[config.mk]
export PLATFORM = sky130hd
export DESIGN_NAME = udc_counter
export DESIGN_NICKNAME = d
export VERILOG_FILES = /design/src/core/udc_pkg.sv /design/src/core/udc_counter.sv
export SDC_FILE = /design/constraint.sdc
export NUM_CORES = 1
export LEC_CHECK = 0
export BUFFER_PORTS_ARGS = -buffer_cell sky130_fd_sc_hd__clkbuf_2
export CAP_MARGIN = 10
export CELL_PAD_IN_SITES_DETAIL_PLACEMENT = 1
export CELL_PAD_IN_SITES_GLOBAL_PLACEMENT = 2
export CORE_ASPECT_RATIO = 0.75
export CORE_MARGIN = 3
export CORE_UTILIZATION = 16
export DETAILED_ROUTE_END_ITERATION = 12
export MAX_ROUTING_LAYER = met4
export PLACE_DENSITY_LB_ADDON = 0.3
export SLEW_MARGIN = 10
export SYNTH_ARGS = -nofsm -noshare
export SYNTH_HDL_FRONTEND = slang
export SYNTH_SLANG_ARGS = --single-unit
[constraint.sdc]
create_clock -name pclk -period 1.6 [get_ports pclk]
set_input_delay 0.16 -clock pclk [delete_from_list [all_inputs] [get_ports pclk]]
set_output_delay 0.16 -clock pclk [all_outputs]
set_load 0.01 [all_outputs]
[src/core/udc_pkg.sv]
package udc_pkg;

  // ------------------------------------------------------------
  // register map
  // ------------------------------------------------------------
  localparam int ADDR_W = 12;
  localparam logic [11:0] CTRL_OFF = 12'h000;
  localparam logic [11:0] STAT_OFF = 12'h004;

  // ------------------------------------------------------------
  // field positions
  // ------------------------------------------------------------
  localparam int CTRL_DEC_POS = 0;
  localparam int STAT_CNT_LSB = 0;
  localparam int STAT_CNT_MSB = 3;
  localparam int STAT_CARRY_POS = 4;
  localparam int STAT_UP_POS = 5;
  localparam int STAT_DEC_POS = 6;

  // ------------------------------------------------------------
  // reset values and count limits
  // ------------------------------------------------------------
  localparam logic CTRL_DEC_RST = 1'b0;
  localparam logic [3:0] COUNT_RST = 4'h0;
  localparam logic [3:0] COUNT_MIN = 4'h0;
  localparam logic [3:0] DEC_MAX = 4'h9;
  localparam logic [3:0] BIN_MAX = 4'hf;
  localparam logic [3:0] COUNT_ONE = 4'h1;
  localparam logic [31:0] RDATA_RST = 32'h0000_0000;

endpackage

[src/core/udc_counter.sv]
// The register offsets and the APB slave port were decided locally.
`timescale 1ns/1ps
// Contract
// - four-bit state; decade mode counts 0..9, binary mode counts 0..15
// - all state bits update together on the rising clock edge
// - low preset at an edge loads the data inputs, counting suppressed
// - count advances only with both enables low and no preset
// - direction high increments, direction low decrements
// - chain enable gates the carry; carry active only while it is low
// - carry low when enabled and at zero down or maximum up
// - control changes leave the count alone until a clock edge
// - decade up from nine wraps to zero, then one, two
// - decade down from zero wraps to nine, then eight, seven
// - binary up from fifteen wraps to zero, then one, two
// - binary down from zero wraps to fifteen, then fourteen, thirteen

module udc_counter (
  // clock and reset
  input wire logic pclk,
  input wire logic presetn,
  // apb slave
  input wire logic psel,
  input wire logic penable,
  input wire logic pwrite,
  input wire logic [11:0] paddr,
  input wire logic [31:0] pwdata,
  input wire logic [3:0] pstrb,
  output logic [31:0] prdata,
  output logic pready,
  output logic pslverr,
  // counter controls
  input wire logic load_n,
  input wire logic [3:0] data_in,
  input wire logic parallel_count_enable_n,
  input wire logic chain_count_enable_n,
  input wire logic count_up,
  // counter outputs
  output logic [3:0] count_q,
  output logic ripple_carry_out_n
);

  // ------------------------------------------------------------
  // helpers
  // ------------------------------------------------------------
  function automatic logic [3:0] count_max(input logic dec);
    count_max = dec ? udc_pkg::DEC_MAX : udc_pkg::BIN_MAX;
  endfunction

  function automatic logic addr_hit(input logic [11:0] a);
    addr_hit = (a == udc_pkg::CTRL_OFF) || (a == udc_pkg::STAT_OFF);
  endfunction

  logic dec_mode_r;
  logic dec_mode_nxt;
  logic [3:0] count_r;
  logic [3:0] count_nxt;
  logic [31:0] prdata_r;
  logic [31:0] prdata_nxt;
  logic count_go;
  logic carry_hit;
  logic [3:0] max_val;

  // ------------------------------------------------------------
  // counter core
  // ------------------------------------------------------------
  assign max_val = count_max(dec_mode_r);
  assign count_go = load_n && !parallel_count_enable_n && !chain_count_enable_n;

  always_comb begin
    count_nxt = count_r;
    if (!load_n) begin
      count_nxt = data_in;
    end else if (count_go) begin
      if (count_up) begin
        if (count_r >= max_val) begin
          count_nxt = udc_pkg::COUNT_MIN;
        end else begin
          count_nxt = count_r + udc_pkg::COUNT_ONE;
        end
      end else begin
        if (count_r == udc_pkg::COUNT_MIN) begin
          count_nxt = max_val;
        end else begin
          count_nxt = count_r - udc_pkg::COUNT_ONE;
        end
      end
    end
  end

  // controls only matter as sampled here
  always_ff @(posedge pclk or negedge presetn) begin
    if (!presetn) begin
      count_r <= udc_pkg::COUNT_RST;
    end else begin
      count_r <= count_nxt;
    end
  end

  assign count_q = count_r;

  // ------------------------------------------------------------
  // ripple carry
  // ------------------------------------------------------------
  always_comb begin
    if (count_up) begin
      carry_hit = (count_r == max_val);
    end else begin
      carry_hit = (count_r == udc_pkg::COUNT_MIN);
    end
  end

  assign ripple_carry_out_n = !(carry_hit && !chain_count_enable_n);

  // ------------------------------------------------------------
  // apb slave
  // ------------------------------------------------------------
  // read data is captured in setup, so every access ends after one access cycle
  assign pready = 1'b1;
  assign pslverr = psel && penable && !addr_hit(paddr);
  assign prdata = prdata_r;

  always_comb begin
    dec_mode_nxt = dec_mode_r;
    if (psel && penable && pwrite && pstrb[0] && (paddr == udc_pkg::CTRL_OFF)) begin
      dec_mode_nxt = pwdata[udc_pkg::CTRL_DEC_POS];
    end
  end

  always_comb begin
    prdata_nxt = prdata_r;
    if (psel && !penable && !pwrite) begin
      prdata_nxt = udc_pkg::RDATA_RST;
      if (paddr == udc_pkg::CTRL_OFF) begin
        prdata_nxt[udc_pkg::CTRL_DEC_POS] = dec_mode_r;
      end else if (paddr == udc_pkg::STAT_OFF) begin
        prdata_nxt[udc_pkg::STAT_CNT_MSB:udc_pkg::STAT_CNT_LSB] = count_r;
        prdata_nxt[udc_pkg::STAT_CARRY_POS] = !ripple_carry_out_n;
        prdata_nxt[udc_pkg::STAT_UP_POS] = count_up;
        prdata_nxt[udc_pkg::STAT_DEC_POS] = dec_mode_r;
      end
    end
  end

  always_ff @(posedge pclk or negedge presetn) begin
    if (!presetn) begin
      dec_mode_r <= udc_pkg::CTRL_DEC_RST;
      prdata_r <= udc_pkg::RDATA_RST;
    end else begin
      dec_mode_r <= dec_mode_nxt;
      prdata_r <= prdata_nxt;
    end
  end

  logic up_go;
  logic dn_go;
  logic mode_quiet;
  assign up_go = count_go && count_up;
  assign dn_go = count_go && !count_up;
  assign mode_quiet = !(psel && penable && pwrite);
endmodule

# [Yosys cells after proc, flatten, opt, wreduce, memory -nomap -nowiden]
# Cells that the tools add are included.
[word_totals] output_inout_bits=39 wordCells=38 register_bits=12 inputBits=61
[classes] eq_ne=3 n_mux=10 magnitude_cmp=1 n_reduce_logical=19 n_addsub=2
[ops] operator="4-bit 2-to-1 mux" count=5
[ops] operator="12-bit by 3-bit equality test with 1-bit output, second input constant" count=1
[ops] operator="12-bit logical NOT" count=1
[ops] operator="1-bit logical AND" count=10
[ops] operator="7-bit 2-to-1 mux" count=1
[ops] operator="1-bit logical NOT" count=6
[ops] operator="6-bit 2-to-1 mux" count=1
[ops] operator="4-bit by 1-bit adder with 4-bit output, second input constant" count=1
[ops] operator="4-bit equality test" count=1
[ops] operator="4-bit >= comparator" count=1
[ops] operator="4-bit logical NOT" count=1
[ops] operator="4-bit by 1-bit subtractor with 4-bit output, second input constant" count=1
[ops] operator="3-bit 2-to-1 mux" count=1
[ops] operator="1-bit 2-to-1 mux" count=2
[ops] operator="2-bit by 1-bit != test with 1-bit output, second input constant" count=1
[ops] operator="1-bit logical OR" count=1

# [Logic depth before layout (Yosys ltp)]
[logic_depth] word_depth=6 depth_mapped=7 depth_no_buf=6

# [Worst setup path before layout]
# No wires, ideal clock.
[synth_path] path_type="reg2reg" startpoint="register count_r[0] (netlist: count_q[0])" endpoint="register count_r[1] (netlist: count_q[1])" path_buffers=1 stages_incl_launch_ff=8 arrival_ns=1.551 setup_slack_ns=-0.018 required_ns=1.533 period_less_slack_ns=1.618 setup_ns=0.067 path_cell_list="dfrtp_1 > buf_6 > inv_1 > ha_1 > nor3b_2 > mux2_1 > o21ai_1 > o221a_1"
[synth_via] elab_chain_cells=5 elab_cells_between_ends=9 classes_between="add/sub: 2; order compare: 1; mux: 5; reduce/logical: 1"
[synth_rtl] element="start: declaration" line_no="udc_counter.sv:55" rtl="logic [3:0] count_r;"
[synth_rtl] element="start signal: assignment" line_no="udc_counter.sv:93" rtl="count_r <= udc_pkg::COUNT_RST;"
[synth_rtl] element="start signal: assignment" line_no="udc_counter.sv:95" rtl="count_r <= count_nxt;"
[synth_rtl] element="4-bit by 1-bit subtractor with 4-bit output, or another cell as far along" line_no="udc_counter.sv:84" rtl="count_nxt = count_r - udc_pkg::COUNT_ONE;"
[synth_rtl] element="4-bit 2-to-1 mux (on tied branches)" line_no="udc_counter.sv:81, udc_counter.sv:75"
[synth_rtl] element="4-bit 2-to-1 mux *" line_no="udc_counter.sv:74" rtl="if (count_up) begin"
[synth_rtl] element="4-bit 2-to-1 mux *" line_no="udc_counter.sv:73" rtl="end else if (count_go) begin"
[synth_rtl] element="4-bit 2-to-1 mux *" line_no="udc_counter.sv:71" rtl="if (!load_n) begin"
# Every way passes the cells marked *; elsewhere a longest branch is shown, timed or not. The select of a mux whose other input is x is not followed.
# A chain may end at the register's enable or synchronous reset.

# [Worst setup path in the final report]
[layout_path] startpoint="register count_r[1] (netlist: count_q[1])" endpoint="register count_r[3] (netlist: count_q[3])"
# Same word-level chain as after synthesis.

==> impl_metrics.ini <==
[run_status]
status = complete, but fails checks
violations = negative setup slack

[grt]
grt_pass1_vias = 1034
grt_max_degree = 13
overflow = 0
antenna_found_initial = 0
grtUsageTotal = 0.08284
grt_pass1_wl_um = 5043

[sta]
finalMaxSlewViolations = 0
final.setup.worst_slack_ns = -0.1208
fin_skew_ns = 0.001668
timing.final.crit_share = 1.075
finalCriticalPeriod_ns = 1.721
setup_viol = 5
fmax_ghz = 0.5811
rsz0062_at_grt = yes
hold_violations = 0

[cells_and_area]
layout-drive-gt1-share = 0.4910
regArea_um2 = 302.8
multi_input_area_um2 = 683.2
n_fill_cell = 772
fin_area_um2 = 1503
area_growth_pct = 40.30
num_antenna_cells = 0
layout.nets = 233
fin_util = 0.2355

[drt]
wl_per_cell_um = 12.99
drt-initial-drc-count = 24
drc = 0
drt-total-wl_um = 3222
viasPerCell = 3.968
ant_nets = 0
num_vias = 984
first_pass_iters = 4

[critical_path]
r2r.worst_path.cells = 7
worstSetupStartpointType = flop
cp_max_fo = 6
required_ns = 1.72
timing.rr.start = count_q[1]$_DFFE_PN0P_
reg2reg_slack_ns = -0.12
critPathArrivalTime_ns = 1.84
crit_path_end_kind = flop
critPathKind = reg2reg
r2r-end = count_q[3]$_DFFE_PN0P_

[place]
portBuffers = 39
dp_hpwl_um = 2603
globalplace.congestion = 0.7699
placed_cell_area_um2 = 1294

[pwr]
power.density_nw_per_um2 = 653.6
p_leak_nw = 0.7516
ir_drop_mv = 0.1807

[cts]
cts-root-buf = clkbuf_8
cts.path.max_buffers = 2
insertion_delay_ns = 0.24
cts.sinks = 12
clk_pin_slew_worst_paths_ns = 0.05
cts_tree = built
htree_levels = 1
cts_buffers = 3

[synth]
synth_edf_count = 0
synth_common_cells = buf_4 (26), dfrtp_1 (12), inv_1 (8)
ys_top_cells_by_area = dfrtp_1 (28%), buf_4 (18%), a22o_1 (5.7%), ha_1 (4.7%), buf_6 (4.2%)
postSynthCellCount = 113
yosysMostFrequentCell = buf_4
synth_top_cell_by_area = dfrtp_1
ys_warn_count = 0
synth-seq-cells = 12
synthFlopType = dfrtp_1
synth-async-reset-ratio = 1.000
synth_cell_types = 39
syn_avg_cell_area_um2 = 9.478
synth_top_area_frac = 0.2804
netlist_area_um2 = 1071
seq_area_frac_synth = 0.2804

[worst_hold_path]
min_path_type = in2reg
holdPathStages = 2
worstHoldStart = pwdata[0]
hold_end = dec_mode_r$_DFFE_PN0P_

[floorplanning]
die_w_um = 100.5
core_um2 = 6381
initial_core_util = 0.1678
dieArea_um2 = 7722
rows = 25
io_pins = 100
die_height_um = 76.86

[job]
maxCapViolCount = 0
[worst max-delay path, stage by stage, from the launching register on]
cell and delay (ns):
dfrtp_2 0.45, buf_4 0.15, buf_4 0.12, buf_6 0.12
nor4b_4 0.24, a211o_1 0.13, a32oi_1 0.05, a221o_1 0.33
[repair_timing]
item / in CTS / in global routing
hold buffers: 1 / 0
pin swaps: 9 / 1
endpoints found under the setup margin: 5 / 6
buffers inserted: 6 / 2
hold endpoints to repair: 12 / 0
gates resized for setup: 9 / 8
[where the power goes]
group / switching, W / internal (W) / leakage (nW)
Combinational: 0.000185 / 0.000170 / 0.572
Sequential: 0.0000277 / 0.000316 / 0.157
Clock: 0.000108 / 0.000175 / 0.0228
[per-layer routing]
layer | global-route usage | wire, µm | vias to the layer above
li1 | - | - | 467
met1 | 0.09477 | 1354 | 479
met2 | 0.1455 | 1631 | 36
met3 | 0.02455 | 228 | 2
met4 | 0.01211 | 7 | 0
met5 | - | 0 | -
[metrics by stage]
step | hold slack [ns] | worst slack [ns] | instances | setup TNS (ns) | total power (W)
after floorplan | -0.1356 | -0.001491 | 137 | -0.001491 | 0.0005644
after global placement | 0.05764 | -0.06682 | 235 | -0.1594 | 0.0006218
after detailed placement | 0.05909 | -0.1116 | 235 | -0.2405 | 0.0006312
after CTS | 0.1473 | -0.1658 | 246 | -0.4089 | 0.0009633
after global routing | 0.1505 | -0.2081 | 248 | -0.7488 | 0.001047
final | 0.1483 | -0.1208 | 248 | -0.3243 | 0.0009821
[cells in the final DEF, fill, tap and decap left out, types with 2 or more instances in the layout]
master	n
inv_2	2
dfrtp_1	10
nor4b_4	2
a31oi_2	2
inv_1	6
nor2_1	3
o211ai_1	2
a211o_1	2
clkbuf_2	39
nand4_1	2
buf_4	15
nor3_1	2
clkbuf_8	3
dfrtp_2	2
a221o_1	2
nor4_2	2
buf_6	2
a22o_1	7
a21o_1	3
conb_1	26
nand2_1	3
o21ai_1	3
ha_4	3
[final cells by class]
class,count,area share
multi-input combinational,86,0.4546
timing repair buffer,57,0.2265
sequential,12,0.2015
tap,81,0.06744
clock buffer,4,0.02998
inverter,8,0.01998
[state kept, by name (all words and copies together) (netlist names)]
| name | cells |
|---|---|
| prdata | 7 |
| count_q | 4 |
| dec_mode_r | 1 |
[worst max path at each step]
stage / start / to / slack [ns] / cells after the start
global placement: count_q[1]$_DFFE_PN0P_ / count_q[2]$_DFFE_PN0P_ / -0.07 / 5
CTS: dec_mode_r$_DFFE_PN0P_ / ripple_carry_out_n / -0.17 / 6
finish: count_q[1]$_DFFE_PN0P_ / count_q[3]$_DFFE_PN0P_ / -0.12 / 7
detailed placement: count_q[1]$_DFFE_PN0P_ / count_q[1]$_DFFE_PN0P_ / -0.11 / 6
floorplan: count_q[0]$_DFFE_PN0P_ / count_q[1]$_DFFE_PN0P_ / -0.001 / 7
global route: count_q[1]$_DFFE_PN0P_ / ripple_carry_out_n / -0.21 / 7
[logic make-up (layout without fill, tap and decap cells)]
family	after synthesis	after routing	synth area share
simple gates	24	24	0.1624
xor+xnor	1	1	0.008179
buf+inv	39	69	0.2570
fa+ha+maj	4	4	0.04673
mux	3	3	0.03037
compound gates	28	28	0.2079
other cells	2	26	0.007012
flops	12	12	0.2804
Power figures use the tool's default switching activity.
